$ cat config.mk
export PLATFORM = sky130hd
export DESIGN_NAME = csd_dma_channel
export DESIGN_NICKNAME = d
export VERILOG_FILES = /design/src/hw/csd_sync.v /design/src/hw/csd_dma_channel.v
export VERILOG_INCLUDE_DIRS = /design/src /design/src/hw
export SDC_FILE = /design/constraint.sdc
export NUM_CORES = 1
export LEC_CHECK = 0
export BUFFER_PORTS_ARGS = -buffer_cell sky130_fd_sc_hd__clkbuf_2
export CORE_MARGIN = 5
export CORE_UTILIZATION = 45
export CTS_BUF_LIST = sky130_fd_sc_hd__clkbuf_16
export DETAILED_ROUTE_END_ITERATION = 7
export GPL_TIMING_DRIVEN = 0
export PLACE_DENSITY = 0.71
export REMOVE_ABC_BUFFERS = 1
export SKIP_LAST_GASP = 1
export SLEW_MARGIN = 20
export SYNTH_ARGS = -nofsm -noshare
export SYNTH_HDL_FRONTEND = slang
export SYNTH_SLANG_ARGS = --single-unit
$ cat constraint.sdc
create_clock -name REF_CLK -period 10.9 [get_ports REF_CLK]
set_input_delay 1.09 -clock REF_CLK [delete_from_list [all_inputs] [get_ports REF_CLK]]
set_output_delay 1.09 -clock REF_CLK [all_outputs]
set_load 0.005 [all_outputs]
$ cat src/hw/csd_dma_map.vh
// Register map, field positions and reset values of the DMA channel
`ifndef CSD_DMA_MAP_VH
`define CSD_DMA_MAP_VH

// Register indices; the byte address on the bus is four times the index
`define CSD_A_BASE_IDX      16'h1250
`define CSD_A_INDEX_IDX     16'h1254
`define CSD_B_BASE_IDX      16'h1256
`define CSD_B_INDEX_IDX     16'h125A
`define CSD_LEN_IDX         16'h125E
`define CSD_CTRL_IDX        16'h1260

// Control register field positions
`define CSD_CTRL_ON         0
`define CSD_CTRL_DIR        2
`define CSD_CTRL_FIXED      3
`define CSD_CTRL_TRIG_MODE  5
`define CSD_CTRL_B_STEP_LO  6
`define CSD_CTRL_B_STEP_HI  7
`define CSD_CTRL_A_STEP_LO  8
`define CSD_CTRL_A_STEP_HI  9
`define CSD_CTRL_CIRC       10
`define CSD_CTRL_ABORT      11
`define CSD_CTRL_SYNC_SEL   14

// Step field encodings
`define CSD_STEP_NONE       2'b00
`define CSD_STEP_WORD       2'b10

// Index advance for one word, in bytes
`define CSD_WORD_BYTES      8'h02

// Reset values
`define CSD_LEN_RST         8'h00
`define CSD_IDX_RST         8'h00
`define CSD_BASE_RST        13'h0000
`define CSD_STEP_RST        2'b00
`define CSD_BIT_RST         1'b0

`endif

$ cat src/hw/csd_sync.v
// Two-flop synchroniser for signals arriving from outside the clock domain
`timescale 1ns/100ps
`default_nettype none
module csd_sync #(
  parameter WIDTH = 1
) (
  input  wire             clk,
  input  wire             rst_n,
  input  wire             ce,
  input  wire [WIDTH-1:0] d,
  output reg  [WIDTH-1:0] q
);

  reg [WIDTH-1:0] meta_r;

  // The first stage feeds only the second one
  always @(posedge clk or negedge rst_n) begin
    if (!rst_n) begin
      meta_r <= {WIDTH{1'b0}};
      q      <= {WIDTH{1'b0}};
    end else if (ce) begin
      meta_r <= d;
      q      <= meta_r;
    end
  end

endmodule
`default_nettype wire

$ cat src/hw/csd_dma_channel.v
// Single-channel word DMA engine with APB registers and codec pacing
`timescale 1ns/100ps
`default_nettype none
`include "csd_dma_map.vh"
module csd_dma_channel #(
  parameter ADDR_W = 13,
  parameter IDX_W  = 8,
  parameter DATA_W = 16
) (
  input  wire              REF_CLK,
  input  wire              RESET_N,
  input  wire              CLK_EN,
  input  wire              PSEL,
  input  wire              PENABLE,
  input  wire              PWRITE,
  input  wire [15:0]       PADDR,
  input  wire [31:0]       PWDATA,
  output reg  [31:0]       PRDATA,
  output reg               PREADY,
  output reg               PSLVERR,
  input  wire              CODEC_TRIG,
  output reg               MEM_REQ,
  output reg               MEM_WRITE,
  output reg  [ADDR_W-1:0] MEM_ADDR,
  output reg  [DATA_W-1:0] MEM_WDATA,
  input  wire [DATA_W-1:0] MEM_RDATA,
  input  wire              MEM_ACK,
  output reg               CHAN_ACTIVE
);

  localparam [4:0] S_IDLE = 5'b0_0001;
  localparam [4:0] S_WAIT = 5'b0_0010;
  localparam [4:0] S_RD   = 5'b0_0100;
  localparam [4:0] S_WR   = 5'b0_1000;
  localparam [4:0] S_STEP = 5'b1_0000;

  localparam [5:0] SEL_A_BASE  = 6'b00_0001;
  localparam [5:0] SEL_A_INDEX = 6'b00_0010;
  localparam [5:0] SEL_B_BASE  = 6'b00_0100;
  localparam [5:0] SEL_B_INDEX = 6'b00_1000;
  localparam [5:0] SEL_LEN     = 6'b01_0000;
  localparam [5:0] SEL_CTRL    = 6'b10_0000;

  // Byte address of a register from its index
  function [15:0] reg_addr;
    input [15:0] idx;
    begin
      reg_addr = {idx[13:0], 2'b00};
    end
  endfunction

  // One-hot register select, shared by the read and write paths
  function [5:0] reg_dec;
    input [15:0] addr;
    begin
      reg_dec = 6'b00_0000;
      if (addr == reg_addr(`CSD_A_BASE_IDX))
        reg_dec = SEL_A_BASE;
      if (addr == reg_addr(`CSD_A_INDEX_IDX))
        reg_dec = SEL_A_INDEX;
      if (addr == reg_addr(`CSD_B_BASE_IDX))
        reg_dec = SEL_B_BASE;
      if (addr == reg_addr(`CSD_B_INDEX_IDX))
        reg_dec = SEL_B_INDEX;
      if (addr == reg_addr(`CSD_LEN_IDX))
        reg_dec = SEL_LEN;
      if (addr == reg_addr(`CSD_CTRL_IDX))
        reg_dec = SEL_CTRL;
    end
  endfunction

  // Index advance; the reserved codes advance nothing
  function [IDX_W-1:0] step_of;
    input [1:0] code;
    begin
      if (code == `CSD_STEP_WORD)
        step_of = `CSD_WORD_BYTES;
      else
        step_of = {IDX_W{1'b0}};
    end
  endfunction

  reg              rst_meta_r;
  reg              rst_sync_r;
  wire             rst_n;
  wire             trig_sync;
  reg              trig_prev_r;
  reg              trig_pend_r;
  reg  [4:0]       state_r;
  reg  [IDX_W-1:0] len_r;
  reg  [ADDR_W-1:0] a_base_r;
  reg  [ADDR_W-1:0] b_base_r;
  reg  [IDX_W-1:0] a_idx_r;
  reg  [IDX_W-1:0] b_idx_r;
  reg              on_r;
  reg              dir_r;
  reg              fixed_one_r;
  reg              trig_mode_r;
  reg  [1:0]       b_step_r;
  reg  [1:0]       a_step_r;
  reg              circ_r;
  reg              abort_en_r;
  reg              sync_sel_r;
  wire [5:0]       sel;
  wire             apb_setup;
  wire             apb_wr;
  wire [ADDR_W-1:0] a_addr;
  wire [ADDR_W-1:0] b_addr;
  wire [ADDR_W-1:0] src_addr;
  wire [ADDR_W-1:0] dst_addr;
  wire             at_end;
  wire             kill;
  wire             trig_edge;
  wire             ctrl_wr;
  reg  [15:0]      rd_word;

  // Reset is released through two flops so every flop reset by rst_n leaves reset together
  always @(posedge REF_CLK or negedge RESET_N) begin
    if (!RESET_N) begin
      rst_meta_r <= 1'b0;
      rst_sync_r <= 1'b0;
    end else if (CLK_EN) begin
      rst_meta_r <= 1'b1;
      rst_sync_r <= rst_meta_r;
    end
  end

  assign rst_n = rst_sync_r;

  csd_sync #(
    .WIDTH (1)
  ) u_trig_sync (
    .clk   (REF_CLK),
    .rst_n (rst_n),
    .ce    (CLK_EN),
    .d     (CODEC_TRIG),
    .q     (trig_sync)
  );

  assign sel       = reg_dec(PADDR);
  assign apb_setup = PSEL & ~PENABLE & ~PREADY;
  assign apb_wr    = PSEL & PENABLE & PREADY & PWRITE;
  assign ctrl_wr   = apb_wr & sel[5];

  assign a_addr   = a_base_r + {{(ADDR_W-IDX_W){1'b0}}, a_idx_r};
  assign b_addr   = b_base_r + {{(ADDR_W-IDX_W){1'b0}}, b_idx_r};
  assign src_addr = dir_r ? b_addr : a_addr;
  assign dst_addr = dir_r ? a_addr : b_addr;
  assign at_end   = (a_idx_r == len_r);
  assign kill     = ~on_r & abort_en_r;
  assign trig_edge = trig_sync & ~trig_prev_r;

  always @* begin
    rd_word = 16'h0000;
    case (sel)
      SEL_A_BASE:  rd_word = {{(16-ADDR_W){1'b0}}, a_base_r};
      SEL_A_INDEX: rd_word = {{(16-IDX_W){1'b0}}, a_idx_r};
      SEL_B_BASE:  rd_word = {{(16-ADDR_W){1'b0}}, b_base_r};
      SEL_B_INDEX: rd_word = {{(16-IDX_W){1'b0}}, b_idx_r};
      SEL_LEN:     rd_word = {{(16-IDX_W){1'b0}}, len_r};
      SEL_CTRL: begin
        rd_word[`CSD_CTRL_ON]        = on_r;
        rd_word[`CSD_CTRL_DIR]       = dir_r;
        rd_word[`CSD_CTRL_FIXED]     = fixed_one_r;
        rd_word[`CSD_CTRL_TRIG_MODE] = trig_mode_r;
        rd_word[`CSD_CTRL_B_STEP_HI:`CSD_CTRL_B_STEP_LO] = b_step_r;
        rd_word[`CSD_CTRL_A_STEP_HI:`CSD_CTRL_A_STEP_LO] = a_step_r;
        rd_word[`CSD_CTRL_CIRC]      = circ_r;
        rd_word[`CSD_CTRL_ABORT]     = abort_en_r;
        rd_word[`CSD_CTRL_SYNC_SEL]  = sync_sel_r;
      end
      default:     rd_word = 16'h0000;
    endcase
  end

  // APB slave: answers in the first access cycle
  always @(posedge REF_CLK or negedge rst_n) begin
    if (!rst_n) begin
      PREADY  <= 1'b0;
      PSLVERR <= 1'b0;
      PRDATA  <= 32'h0000_0000;
    end else if (CLK_EN) begin
      PREADY <= apb_setup;
      if (apb_setup) begin
        PRDATA  <= PWRITE ? 32'h0000_0000 : {16'h0000, rd_word};
        PSLVERR <= (sel == 6'b00_0000);
      end else begin
        PSLVERR <= 1'b0;
      end
    end
  end

  // Plain configuration registers
  always @(posedge REF_CLK or negedge rst_n) begin
    if (!rst_n) begin
      len_r       <= `CSD_LEN_RST;
      a_base_r    <= `CSD_BASE_RST;
      b_base_r    <= `CSD_BASE_RST;
      dir_r       <= `CSD_BIT_RST;
      fixed_one_r <= `CSD_BIT_RST;
      trig_mode_r <= `CSD_BIT_RST;
      b_step_r    <= `CSD_STEP_RST;
      a_step_r    <= `CSD_STEP_RST;
      circ_r      <= `CSD_BIT_RST;
      abort_en_r  <= `CSD_BIT_RST;
      sync_sel_r  <= `CSD_BIT_RST;
    end else if (CLK_EN) begin
      if (apb_wr & sel[4])
        len_r <= PWDATA[IDX_W-1:0];
      if (apb_wr & sel[0])
        a_base_r <= PWDATA[ADDR_W-1:0];
      if (apb_wr & sel[2])
        b_base_r <= PWDATA[ADDR_W-1:0];
      if (ctrl_wr) begin
        dir_r       <= PWDATA[`CSD_CTRL_DIR];
        fixed_one_r <= PWDATA[`CSD_CTRL_FIXED];
        trig_mode_r <= PWDATA[`CSD_CTRL_TRIG_MODE];
        b_step_r    <= PWDATA[`CSD_CTRL_B_STEP_HI:`CSD_CTRL_B_STEP_LO];
        a_step_r    <= PWDATA[`CSD_CTRL_A_STEP_HI:`CSD_CTRL_A_STEP_LO];
        circ_r      <= PWDATA[`CSD_CTRL_CIRC];
        abort_en_r  <= PWDATA[`CSD_CTRL_ABORT];
        sync_sel_r  <= PWDATA[`CSD_CTRL_SYNC_SEL];
      end
    end
  end

  // Trigger capture; a pulse arriving as one is consumed is kept
  always @(posedge REF_CLK or negedge rst_n) begin
    if (!rst_n) begin
      trig_prev_r <= 1'b0;
      trig_pend_r <= 1'b0;
    end else if (CLK_EN) begin
      trig_prev_r <= trig_sync;
      if (trig_edge & on_r & trig_mode_r)
        trig_pend_r <= 1'b1;
      else if (~on_r | (state_r == S_WAIT & trig_pend_r))
        trig_pend_r <= 1'b0;
    end
  end

  // Transfer engine; a word is only started while the channel is on, and one in flight runs on after it is turned off unless abort is enabled
  always @(posedge REF_CLK or negedge rst_n) begin
    if (!rst_n) begin
      state_r     <= S_IDLE;
      on_r        <= `CSD_BIT_RST;
      a_idx_r     <= `CSD_IDX_RST;
      b_idx_r     <= `CSD_IDX_RST;
      MEM_REQ     <= 1'b0;
      MEM_WRITE   <= 1'b0;
      MEM_ADDR    <= {ADDR_W{1'b0}};
      MEM_WDATA   <= {DATA_W{1'b0}};
      CHAN_ACTIVE <= 1'b0;
    end else if (CLK_EN) begin
      if (apb_wr & sel[1])
        a_idx_r <= PWDATA[IDX_W-1:0];
      if (apb_wr & sel[3])
        b_idx_r <= PWDATA[IDX_W-1:0];
      CHAN_ACTIVE <= on_r | (state_r != S_IDLE);
      case (state_r)
        S_IDLE: begin
          if (on_r) begin
            if (at_end) begin
              if (circ_r) begin
                a_idx_r <= `CSD_IDX_RST;
                b_idx_r <= `CSD_IDX_RST;
              end else begin
                on_r <= 1'b0;
              end
            end else if (trig_mode_r) begin
              state_r <= S_WAIT;
            end else begin
              state_r   <= S_RD;
              MEM_REQ   <= 1'b1;
              MEM_WRITE <= 1'b0;
              MEM_ADDR  <= src_addr;
            end
          end
        end
        S_WAIT: begin
          if (~on_r) begin
            state_r <= S_IDLE;
          end else if (trig_pend_r) begin
            state_r   <= S_RD;
            MEM_REQ   <= 1'b1;
            MEM_WRITE <= 1'b0;
            MEM_ADDR  <= src_addr;
          end
        end
        S_RD: begin
          if (kill) begin
            state_r <= S_IDLE;
            MEM_REQ <= 1'b0;
          end else if (MEM_ACK) begin
            state_r   <= S_WR;
            MEM_WRITE <= 1'b1;
            MEM_ADDR  <= dst_addr;
            MEM_WDATA <= MEM_RDATA;
          end
        end
        S_WR: begin
          if (kill) begin
            state_r   <= S_IDLE;
            MEM_REQ   <= 1'b0;
            MEM_WRITE <= 1'b0;
          end else if (MEM_ACK) begin
            state_r   <= S_STEP;
            MEM_REQ   <= 1'b0;
            MEM_WRITE <= 1'b0;
          end
        end
        S_STEP: begin
          // Engine step outranks a software index write in the same cycle
          a_idx_r <= a_idx_r + step_of(a_step_r);
          b_idx_r <= b_idx_r + step_of(b_step_r);
          state_r <= S_IDLE;
        end
        default: begin
          state_r <= S_IDLE;
          MEM_REQ <= 1'b0;
        end
      endcase
      // A software write of the on bit outranks the automatic clear
      if (ctrl_wr)
        on_r <= PWDATA[`CSD_CTRL_ON];
    end
  end

endmodule
`default_nettype wire

==> results of run 1 <==
==> kinds of logic (layout without fill, tap and decap cells) <==
group           count (synthesis)  in the layout  share of synthesized area, %
compound gates                170            170                          17.3
mux                            72             72                          11.6
flops                         120            120                          42.6
fa+ha+maj                      22             22                          4.11
buf+inv                        71            154                          5.23
simple gates                  207            207                          16.1
other cells                     1             18                        0.0531
xor+xnor                       25             25                          3.10
==> registers in the layout, indices dropped and copies added (netlist names), 2 cells and up <==
register / count
a_base_r: 13
b_base_r: 13
b_step_r: 2
a_idx_r: 8
b_idx_r: 8
state_r: 5
len_r: 8
MEM_ADDR: 13
a_step_r: 2
MEM_WDATA: 16
PRDATA: 14
==> Yosys cell counts (7+ instances only) <==
library cell / n / area share (%)
a222oi_1: 18 / 2.6
nand2_1: 54 / 2.9
buf_4: 20 / 2.1
nor2_1: 34 / 1.8
a22o_1: 12 / 1.5
clkbuf_1: 19 / 1.0
nor3_1: 16 / 1.1
o31ai_1: 7 / 0.74
a211oi_1: 9 / 0.96
inv_1: 18 / 0.96
buf_2: 9 / 0.64
mux2_2: 62 / 9.9
xnor2_1: 19 / 2.4
and3_1: 15 / 1.3
ha_1: 20 / 3.5
a221o_1: 8 / 1.1
dfrtp_1: 119 / 42
nor3b_1: 9 / 0.96
a21oi_1: 26 / 1.8
nor2b_1: 8 / 0.71
nand3_1: 20 / 1.4
nand4_1: 11 / 0.98
o21ai_0: 44 / 3.1
==> through the flow <==
step	area [um2]	worst slack, ns
global route	8260	6.82
finish	8260	7.14
detailed placement	7720	6.80
floorplan	6820	7.29
CTS	8260	7.22
global placement	7590	5.88
==> report_power, final <==
part           total [mW]  internal (mW)  leakage, nW  switching [mW]
Combinational       0.159         0.0727         2.10          0.0861
Clock               0.520          0.327        0.268           0.193
Sequential          0.490          0.469         1.59          0.0216
==> layout make-up <==
cell class / count / area [um2]
Fill cell: 1387 / 7060
Multi-Input combinational cell: 514 / 3790
Sequential cell: 120 / 3010
Timing Repair Buffer: 106 / 587
Clock buffer: 17 / 425
Tap cell: 211 / 264
Clock inverter: 13 / 115
Inverter: 18 / 67.6
==> placed cells by master, fill, tap and decap left out, types with 4 or more instances in the layout <==
cell         n
nand3_1     20
conb_1      18
a211oi_1     9
nand4_1     11
clkbuf_16   17
mux2_2      62
nand2b_1     5
clkbuf_2   101
and2_1       4
xor2_1       6
dfrtp_1    118
a21oi_1     26
o31ai_1      7
nor2b_1      8
inv_1       19
nor2_1      34
or3_1        5
o21ai_0     44
a22o_1      12
nand2_1     54
o21a_1       6
a221o_1      8
ha_1        20
nor3_2       4
xnor2_1     18
nor3_1      14
clkinv_2     5
o311a_1      4
nor3b_1      9
and3_1      15
mux2_4       4
a222oi_1    18
o2bb2ai_1    6
mux2i_1      6
==> path summary, 6_finish.rpt <==
check / startpoint / to / slack (ns) / cells past startpoint
min in group REF_CLK: rst_meta_r$_DFFE_PN0P_ / rst_meta_r$_DFFE_PN0P_ / 0.46 / 1
worst min-delay path: rst_n$_DFFE_PN0P_ / MEM_WDATA[14]$_DFFE_PN0P_ / 0.18 / 0
worst min register to register: rst_n$_DFFE_PN0P_ / MEM_WDATA[14]$_DFFE_PN0P_ / 0.18 / 0
max in group asynchronous: rst_n$_DFFE_PN0P_ / MEM_ADDR[12]$_DFFE_PN0P_ / 9.86 / 2
worst max register to register: PREADY$_DFFE_PN0P_ / PRDATA[8]$_DFFE_PN0P_ / 8.18 / 5
worst max-delay path: CLK_EN / PRDATA[8]$_DFFE_PN0P_ / 7.14 / 5
==> routing by layer <==
layer | vias to the layer above | track usage, % | wire length, um
li1 | 2728 | - | -
met1 | 2858 | 29.4 | 8350
met2 | 250 | 32.4 | 8770
met3 | 38 | 5.20 | 1570
met4 | 0 | 8.23 | 586
met5 | - | 0 | 0
==> out/summary.log, run 1 <==
[clocking] total of cells resized after clock tree synthesis 0
[layout] fraction of layout instances using a drive strength above 1 27.7%
[yosys] post-synthesis sequential area ratio 42.6%
[floorplan] Die ar. 18,300 um2
[setup_path] count of buffering cells on the critical path with inverters included 1
[layout] area grow syn2layout 17.0%
[power_and_ir_drop] power consumption 1.17 mW
[floorplan] Row Count 45
[routing] Wirelength per Cell 19.3 um
[setup_path] Critical Path, Cell by Cell clkbuf_2 > nand3_1 > nor2_1 > nand2_1 > o21ai_0
[yosys] Async SR Flop Fraction 100%
[clocking] root buffer selected by CTS clkbuf_16
[floorplan] Std-Cell Core Area 15,300 um2
[sta] slew at the pin closest to its max-slew limit 1.18 ns
[floorplan] top-level port count 138
[routing] total wirelength of the detailed-routed design 19,300 um
[placed_design] number of instances in the placed design 969
[clocking] CTS tree yes
[layout] Diodes inserted 0
[yosys] warning count from the yosys run 0
[yosys] number of different library cells in the post-synthesis netlist 70
[setup_path] data required time at the worst endpoint 11.22 ns
[floorplan] starting utilization of the core area 46.1%
[sta] Tcrit/Tclk final 34.5%
[clocking] Bufs on Longest Clock Path 2
[global_routing] pin count of the biggest net entering global routing 59
[status] outcome complete, no violations
[clocking] clk_lat worst skew 0.41 ns
[sta] setup skew after layout 0.00710 ns
[yosys] number of enable-type register cells in the synthesized netlist 0
[clocking] number of hold buffers added after CTS 0
[yosys] most instantiated flip-flop cell in the synthesis netlist dfrtp_1
[setup_path] capturing element type of the critical path register
[yosys] average size of a mapped cell 10.3 um2
[clocking] clock sinks 120
[min_path] worst min-delay path category register to async pin
[sta] setup-violating endpoint count in the final report 0
[sta] setup repair after global routing missed its margin false
[layout] fin nets 871
[routing] number of design rule violations left after detail routing 0
[power_and_ir_drop] power per standard cell area 142 nW/um2
[routing] number of nets still failing antenna checks after routing 0
[sta] Pins Over Slew Limit 0
[setup_path] type of the worst setup path input port to register
[yosys] Mapped Cells 688
[global_routing] grt ovf 0
[flow_run] max-cap violations 0
[sta] final-layout setup total negative slack 0 ns
[placed_design] routability congestion estimate from global placement 0.926
[power_and_ir_drop] IR drop worst, VDD 0.113 mV
[yosys] flip-flop and latch count after synthesis 120
[sta] Max Clk Rate 0.266 GHz
[placed_design] PortBufs 101
[global_routing] wire length of the first global-routing pass 30,400 um
[global_routing] Total Routing Usage GR 21.3%
[clocking] number of buffers created by CTS 17
[sta] Hold Vio Cnt, Final 0
[clocking] number of buffers inserted to repair setup after CTS 0
[clocking] H-tree levels 4
[setup_path] Slowest-stage cell, CP nor2_1
[global_routing] initial antenna violation count 0
[floorplan] horizontal die dimension 135 um
[placed_design] HPWL after detailed placement 14,000 um
[layout] post-layout utilization of the core 53.9%
[sta] Slew Limit Headroom 20.9%
[routing] average via count per standard cell 5.88
[setup_path] critical path fanouts, max 37
[sta] hold slack final 0.181 ns
[routing] detailed-router iteration count before antenna repair 7
[setup_path] Worst Setup Start Kind input port
[power_and_ir_drop] reported leakage power 3.96 nW
[yosys] post-synthesis cell area 7060 um2
[floorplan] vertical die dimension 135 um
[layout] Layout Cells excl Fill 999
[clocking] post-CTS clock slew at the launch and capture registers of the worst setup and hold paths 0.05 ns
[setup_path] Crit path largest cell delay 1.06 ns
[routing] total number of vias 5,874
[setup_path] Data arrival, critical path 4.09 ns
[global_routing] number of global-route vias before repair 5,659
[routing] first-iteration detailed-routing DRC count 668
[setup_path] Largest delay share family, worst path simple AND/OR/NAND/NOR gates
[sta] fin crit period 3.76 ns
Note: power is estimated with default switching activity, not from simulation.
==> run 2, diff against run 1 <==
clock period = 3.74 ns   (was 10.9 ns; I/O delays follow)
==> run 2 against run 1 <==
Net effect:
- utilization is 0.065 points higher
- sequential share of layout area hardly changed
- register-to-register slack worse by 7.1 ns
- largest power group unchanged
- wire length is 0.30% higher
- via count is 0.24% lower
- power grew to 2.9 times the previous value
- first-iteration DRC count is 17% lower
==> out/summary.log, run 2 (synthesis gave the netlist of run 1 again) <==
[clocking] root buffer selected by CTS clkbuf_16
[layout] largest registers MEM_WDATA x16, PRDATA x14
[layout] area grow syn2layout 17.2%
[status] outcome complete, no violations
[global_routing] number of global-route vias before repair 5,665 [+0.11%]
[power_and_ir_drop] reported leakage power 3.96 nW [+0.11%]
[floorplan] Die ar. 18,300 um2 [unchanged]
[setup_path] data required time at the worst endpoint 4.07 ns [-7.15 ns]
[routing] Wirelength per Cell 19.3 um [+0.20%]
[sta] final-layout setup total negative slack 0 ns [unchanged]
[clocking] CTS tree yes
[global_routing] pin count of the biggest net entering global routing 59 [unchanged]
[clocking] total of cells resized after clock tree synthesis 0 [unchanged]
[floorplan] horizontal die dimension 135 um [unchanged]
[global_routing] Total Routing Usage GR 21.3% [about the same]
[sta] setup skew after layout 0.00901 ns [+0.00191 ns]
[min_path] worst min-delay path category register to async pin
[power_and_ir_drop] IR drop worst, VDD 0.334 mV [+190%]
[setup_path] Worst Setup Start Kind input port
[layout] register with the most flip-flops MEM_WDATA
[clocking] number of buffers inserted to repair setup after CTS 0 [unchanged]
[clocking] clock sinks 120 [unchanged]
[placed_design] PortBufs 101 [unchanged]
[floorplan] top-level port count 138 [unchanged]
[setup_path] critical path fanouts, max 37 [unchanged]
[layout] commonest non-fill, non-tap cell in the layout dfrtp_1
[clocking] post-CTS clock slew at the launch and capture registers of the worst setup and hold paths 0.05 ns [about the same]
[power_and_ir_drop] power per standard cell area 413 nW/um2 [+190%]
[setup_path] Crit path largest cell delay 1.05 ns [about the same]
[routing] total wirelength of the detailed-routed design 19,300 um [+0.30%]
[routing] detailed-router iteration count before antenna repair 6 [-1]
[setup_path] Critical Path, Cell by Cell clkbuf_2 > nand3_1 > nor2_1 > nand2_1 > o21ai_0
[global_routing] wire length of the first global-routing pass 30,500 um [about the same]
[sta] setup repair after global routing missed its margin false
[floorplan] Std-Cell Core Area 15,300 um2 [unchanged]
[global_routing] grt ovf 0 [unchanged]
[routing] average via count per standard cell 5.86 [-0.34%]
[routing] total number of vias 5,860 [-0.24%]
[sta] Slew Limit Headroom 25.1% [+4.2 points]
[setup_path] Slowest-stage cell, CP nor2_1
[setup_path] capturing element type of the critical path register
[layout] flip-flop count of the largest register, all copies and words added 16 [unchanged]
[flow_run] max-cap violations 0 [unchanged]
[clocking] H-tree levels 4 [unchanged]
[floorplan] starting utilization of the core area 46.1% [unchanged]
[routing] number of nets still failing antenna checks after routing 0 [unchanged]
[placed_design] routability congestion estimate from global placement 0.926 [unchanged]
[layout] top library cells by usage in the layout, fill and taps aside dfrtp_1, clkbuf_2, mux2_2, nand2_1, o21ai_0
[sta] Hold Vio Cnt, Final 0 [unchanged]
[sta] Pins Over Slew Limit 0 [unchanged]
[setup_path] count of buffering cells on the critical path with inverters included 1 [unchanged]
[clocking] number of hold buffers added after CTS 1 [+1]
[sta] fin crit period 3.01 ns
[clocking] number of buffers created by CTS 17 [unchanged]
[layout] Diodes inserted 0 [unchanged]
[clocking] Bufs on Longest Clock Path 2 [unchanged]
[layout] fraction of layout instances using a drive strength above 1 27.6% [-0.035 points]
[routing] first-iteration detailed-routing DRC count 555 [-17%]
[layout] fin nets 872 [+0.11%]
[routing] number of design rule violations left after detail routing 0 [unchanged]
[setup_path] Largest delay share family, worst path simple AND/OR/NAND/NOR gates
[clocking] clk_lat worst skew 0.42 ns [about the same]
[layout] Layout Cells excl Fill 1,000 [+0.10%]
[setup_path] Data arrival, critical path 3.34 ns [-0.75 ns]
[floorplan] vertical die dimension 135 um [unchanged]
[sta] Tcrit/Tclk final 80.6%
[global_routing] initial antenna violation count 0 [unchanged]
[sta] Max Clk Rate 0.332 GHz
[floorplan] Row Count 45 [unchanged]
[placed_design] HPWL after detailed placement 14,000 um [unchanged]
[sta] setup-violating endpoint count in the final report 0 [unchanged]
[placed_design] number of instances in the placed design 969 [unchanged]
[sta] slew at the pin closest to its max-slew limit 1.12 ns [-0.0628 ns]
[layout] number of inserted filler cells in the final layout 1,386 [-0.072%]
[setup_path] type of the worst setup path input port to register
## run 2: cell types whose count changed in the layout (fill, tap and decap cells not counted), sizes merged
cell and delta:
dlygate4sd3 +1
## run 2: report_power, final
group	internal, mW	switching (mW)
clock network	0.953	0.566
registers	1.37	0.0634
logic	0.213	0.250
total	2.53	0.880
## run 2: metal layers
| layer | GRT usage, % | share of wire (%) | vias up |
|---|---|---|---|
| li1 | - | - | 2731 |
| met1 | 29.3 | 44 | 2823 |
| met2 | 32.4 | 45 | 265 |
| met3 | 5.20 | 7.7 | 41 |
| met4 | 8.23 | 3.2 | 0 |
| met5 | 0 | 0 | - |
## run 2: final timing paths
kind | end | depth (start not counted) | startpoint | slack, ns
max | PRDATA[8]$_DFFE_PN0P_ | 5 | CLK_EN | 0.73
min | MEM_WDATA[14]$_DFFE_PN0P_ | 0 | rst_n$_DFFE_PN0P_ | 0.18
max reg2reg | PRDATA[8]$_DFFE_PN0P_ | 5 | PREADY$_DFFE_PN0P_ | 1.04
min reg2reg | MEM_WDATA[14]$_DFFE_PN0P_ | 0 | rst_n$_DFFE_PN0P_ | 0.18
max in group asynchronous | MEM_ADDR[12]$_DFFE_PN0P_ | 2 | rst_n$_DFFE_PN0P_ | 2.71
min in group REF_CLK | MEM_WDATA[4]$_DFFE_PN0P_ | 2 | MEM_RDATA[4] | 0.18
## run 2: final cells by class
type / count / area, um2 / area share (%)
multi-input cells: 514 / 3790 / 45.9
flip-flops and latches: 120 / 3010 / 36.4
inverters: 18 / 67.6 / 0.817
clock inverters: 13 / 115 / 1.39
clock buffers: 17 / 425 / 5.15
well taps: 211 / 264 / 3.19
repair buffers: 107 / 597 / 7.22
## run 2: metrics by stage
step                total power [mW]  worst slack (ns)  utilization (%)  cell area [um2]  hold WS [ns]
global placement                1.90             -1.28             49.6             7590         0.163
CTS                             3.43             0.781             54.0             8270         0.175
floorplan                       1.75             0.135                -             6820        0.0784
global route                    3.56             0.374             54.0             8270         0.175
finish                          3.41             0.726             54.0             8270         0.178
detailed placement              1.91             0.356             50.4             7720         0.165
==> run 3, diff against run 2 <==
clock period = 3 ns   (was 3.74 ns; I/O delays follow)
==> run 3 against run 2 <==
Net effect:
- die area did not move
- non-clock buffer count stayed put
- largest cell class unchanged
- highest routed layer unchanged
- utilization about the same
- critical path type unchanged
- critical endpoint unchanged
==> out/summary.log, run 3 (synthesis gave the netlist of run 1 again) <==
[clocking] clock sinks 120 [unchanged]
[global_routing] pin count of the biggest net entering global routing 59 [unchanged]
[global_routing] grt ovf 0 [unchanged]
[global_routing] wire length of the first global-routing pass 30,500 um [unchanged]
[power_and_ir_drop] reported leakage power 3.96 nW [about the same]
[routing] top layer used by detailed routing met4
[layout] storage element area 3010 um2 [unchanged]
[layout] Layout Cells excl Fill 1,000 [unchanged]
[setup_path] critical path fanouts, max 37 [unchanged]
[routing] total number of vias 5,869 [+0.15%]
[routing] first-iteration detailed-routing DRC count 555 [unchanged]
[layout] fin nets 872 [unchanged]
[sta] setup-violating endpoint count in the final report 0 [unchanged]
[sta] setup skew after layout 0.00901 ns [+0.00000686 ns]
[floorplan] horizontal die dimension 135 um [unchanged]
[layout] area of combinational cells with multiple inputs 3790 um2 [about the same]
[sta] fin crit period 2.65 ns
[routing] met3 routed wirelength 1500 um [+0.40%]
[clocking] root buffer selected by CTS clkbuf_16
[setup_path] Data arrival, critical path 2.98 ns [-0.36 ns]
[routing] M1 WL 8430 um [-0.17%]
[layout] flip-flop count of the largest register, all copies and words added 16 [unchanged]
[global_routing] Total Routing Usage GR 21.3% [unchanged]
[placed_design] PortBufs 101 [unchanged]
[clocking] number of buffers created by CTS 17 [unchanged]
[placed_design] HPWL after detailed placement 14,000 um [unchanged]
[sta] setup repair after global routing missed its margin false
[clocking] number of buffers inserted to repair setup after CTS 0 [unchanged]
[floorplan] Die ar. 18,300 um2 [unchanged]
[min_path] worst min-delay path category input port to register
[floorplan] Row Count 45 [unchanged]
[layout] commonest non-fill, non-tap cell in the layout dfrtp_1
[sta] Slew Limit Headroom 24.1% [-0.99 points]
[clocking] post-CTS clock slew at the launch and capture registers of the worst setup and hold paths 0.05 ns [about the same]
[layout] Diodes inserted 0 [unchanged]
[floorplan] vertical die dimension 135 um [unchanged]
[layout] area grow syn2layout 17.2% [about the same]
[layout] top library cells by usage in the layout, fill and taps aside dfrtp_1, clkbuf_2, mux2_2, nand2_1, o21ai_0
[sta] Pins Over Slew Limit 0 [unchanged]
[power_and_ir_drop] power per standard cell area 514 nW/um2 [+25%]
[placed_design] post-place instance area 7720 um2 [unchanged]
[flow_run] max-cap violations 0 [unchanged]
[sta] Hold Vio Cnt, Final 0 [unchanged]
[clocking] Bufs on Longest Clock Path 2 [unchanged]
[routing] average via count per standard cell 5.87 [+0.15%]
[routing] detailed-router iteration count before antenna repair 6 [unchanged]
[routing] number of design rule violations left after detail routing 0 [unchanged]
[setup_path] capturing element type of the critical path register
[placed_design] routability congestion estimate from global placement 0.926 [unchanged]
[layout] fraction of layout instances using a drive strength above 1 27.8% [+0.13 points]
[clocking] H-tree levels 4 [unchanged]
[setup_path] Worst Setup Start Kind input port
[routing] routed wl met2 8760 um [unchanged]
[clocking] clk_lat worst skew 0.42 ns [about the same]
[routing] Wirelength per Cell 19.3 um [about the same]
[power_and_ir_drop] IR drop worst, VDD 0.416 mV [+25%]
[sta] Tcrit/Tclk final 88.2%
[sta] slew at the pin closest to its max-slew limit 1.13 ns [+0.0148 ns]
[global_routing] number of global-route vias before repair 5,665 [unchanged]
[clocking] CTS tree yes
[sta] Max Clk Rate 0.378 GHz
[layout] number of inserted filler cells in the final layout 1,386 [unchanged]
[placed_design] number of instances in the placed design 969 [unchanged]
[routing] number of nets still failing antenna checks after routing 0 [unchanged]
[floorplan] top-level port count 138 [unchanged]
[global_routing] initial antenna violation count 0 [unchanged]
[layout] total non-filler cell area in the finished layout 8270 um2 [about the same]
[setup_path] type of the worst setup path input port to register
[layout] register with the most flip-flops MEM_WDATA
[floorplan] starting utilization of the core area 46.1% [unchanged]
[routing] total wirelength of the detailed-routed design 19,300 um [about the same]
[setup_path] data required time at the worst endpoint 3.33 ns [-0.74 ns]
[status] outcome complete, no violations
[floorplan] Std-Cell Core Area 15,300 um2 [unchanged]
[layout] largest registers MEM_WDATA x16, PRDATA x14
==> run 3: what timing repair did <==
item / in CTS / in global routing
endpoints found under the setup margin: 0 / 4
resized for setup: 0 / 1
hold buffers: 1 / 0
endpoints found under the hold margin: 2 / 0
==> run 3: area by class of cell <==
cell class / instances / share of cell area (%)
Multi-Input combinational cell: 514 / 45.9
Timing Repair Buffer: 107 / 7.22
Clock buffer: 17 / 5.14
Clock inverter: 13 / 1.39
Tap cell: 211 / 3.19
Inverter: 18 / 0.817
Sequential cell: 120 / 36.4
==> run 3: through the flow <==
step | utilization [%] | power (mW) | worst slack [ns] | hold slack [ns] | TNS [ns]
final | 54.0 | 4.25 | 0.353 | 0.109 | 0
after global routing | 54.0 | 4.43 | 0.0412 | 0.101 | 0
after CTS | 54.0 | 4.28 | 0.115 | 0.101 | 0
after detailed placement | 50.4 | 2.38 | -0.310 | 0.0912 | -1.60
after global placement | 49.6 | 2.37 | -2.02 | 0.0886 | -247.26
after floorplan | - | 2.18 | -0.605 | 0.00441 | -71.20
==> run 3: worst max-delay path, stage by stage <==
cell	delay (ns)
clkbuf_2	0.61
nand3_1	0.81
nor2_2	0.79
nand2_1	0.21
o21ai_0	0.22
==> run 3: layer usage <==
metal  vias up  track usage [%]
met3        43             5.20
met1      2831             29.3
met4         0             8.23
met5         -                0
li1       2731                -
met2       264             32.4
==> run 3: path summary, 6_finish.rpt <==
path / start / depth (start not counted) / slack (ns) / end
min in group asynchronous: rst_n$_DFFE_PN0P_ / 0 / 0.18 / MEM_WDATA[14]$_DFFE_PN0P_
max in group asynchronous: rst_n$_DFFE_PN0P_ / 2 / 1.97 / MEM_ADDR[12]$_DFFE_PN0P_
min reg2reg: rst_n$_DFFE_PN0P_ / 0 / 0.18 / MEM_WDATA[14]$_DFFE_PN0P_
max reg2reg: a_idx_r[3]$_DFFE_PN0P_ / 6 / 0.39 / b_idx_r[1]$_DFFE_PN0P_
min: MEM_RDATA[4] / 2 / 0.11 / MEM_WDATA[4]$_DFFE_PN0P_
max: CLK_EN / 5 / 0.35 / PRDATA[8]$_DFFE_PN0P_
==> run 3: power breakdown <==
part | total (mW) | switching, mW | leakage (nW) | internal (mW)
Combinational | 0.577 | 0.312 | 2.11 | 0.265
Sequential | 1.78 | 0.0790 | 1.59 | 1.70
Clock | 1.89 | 0.706 | 0.268 | 1.19
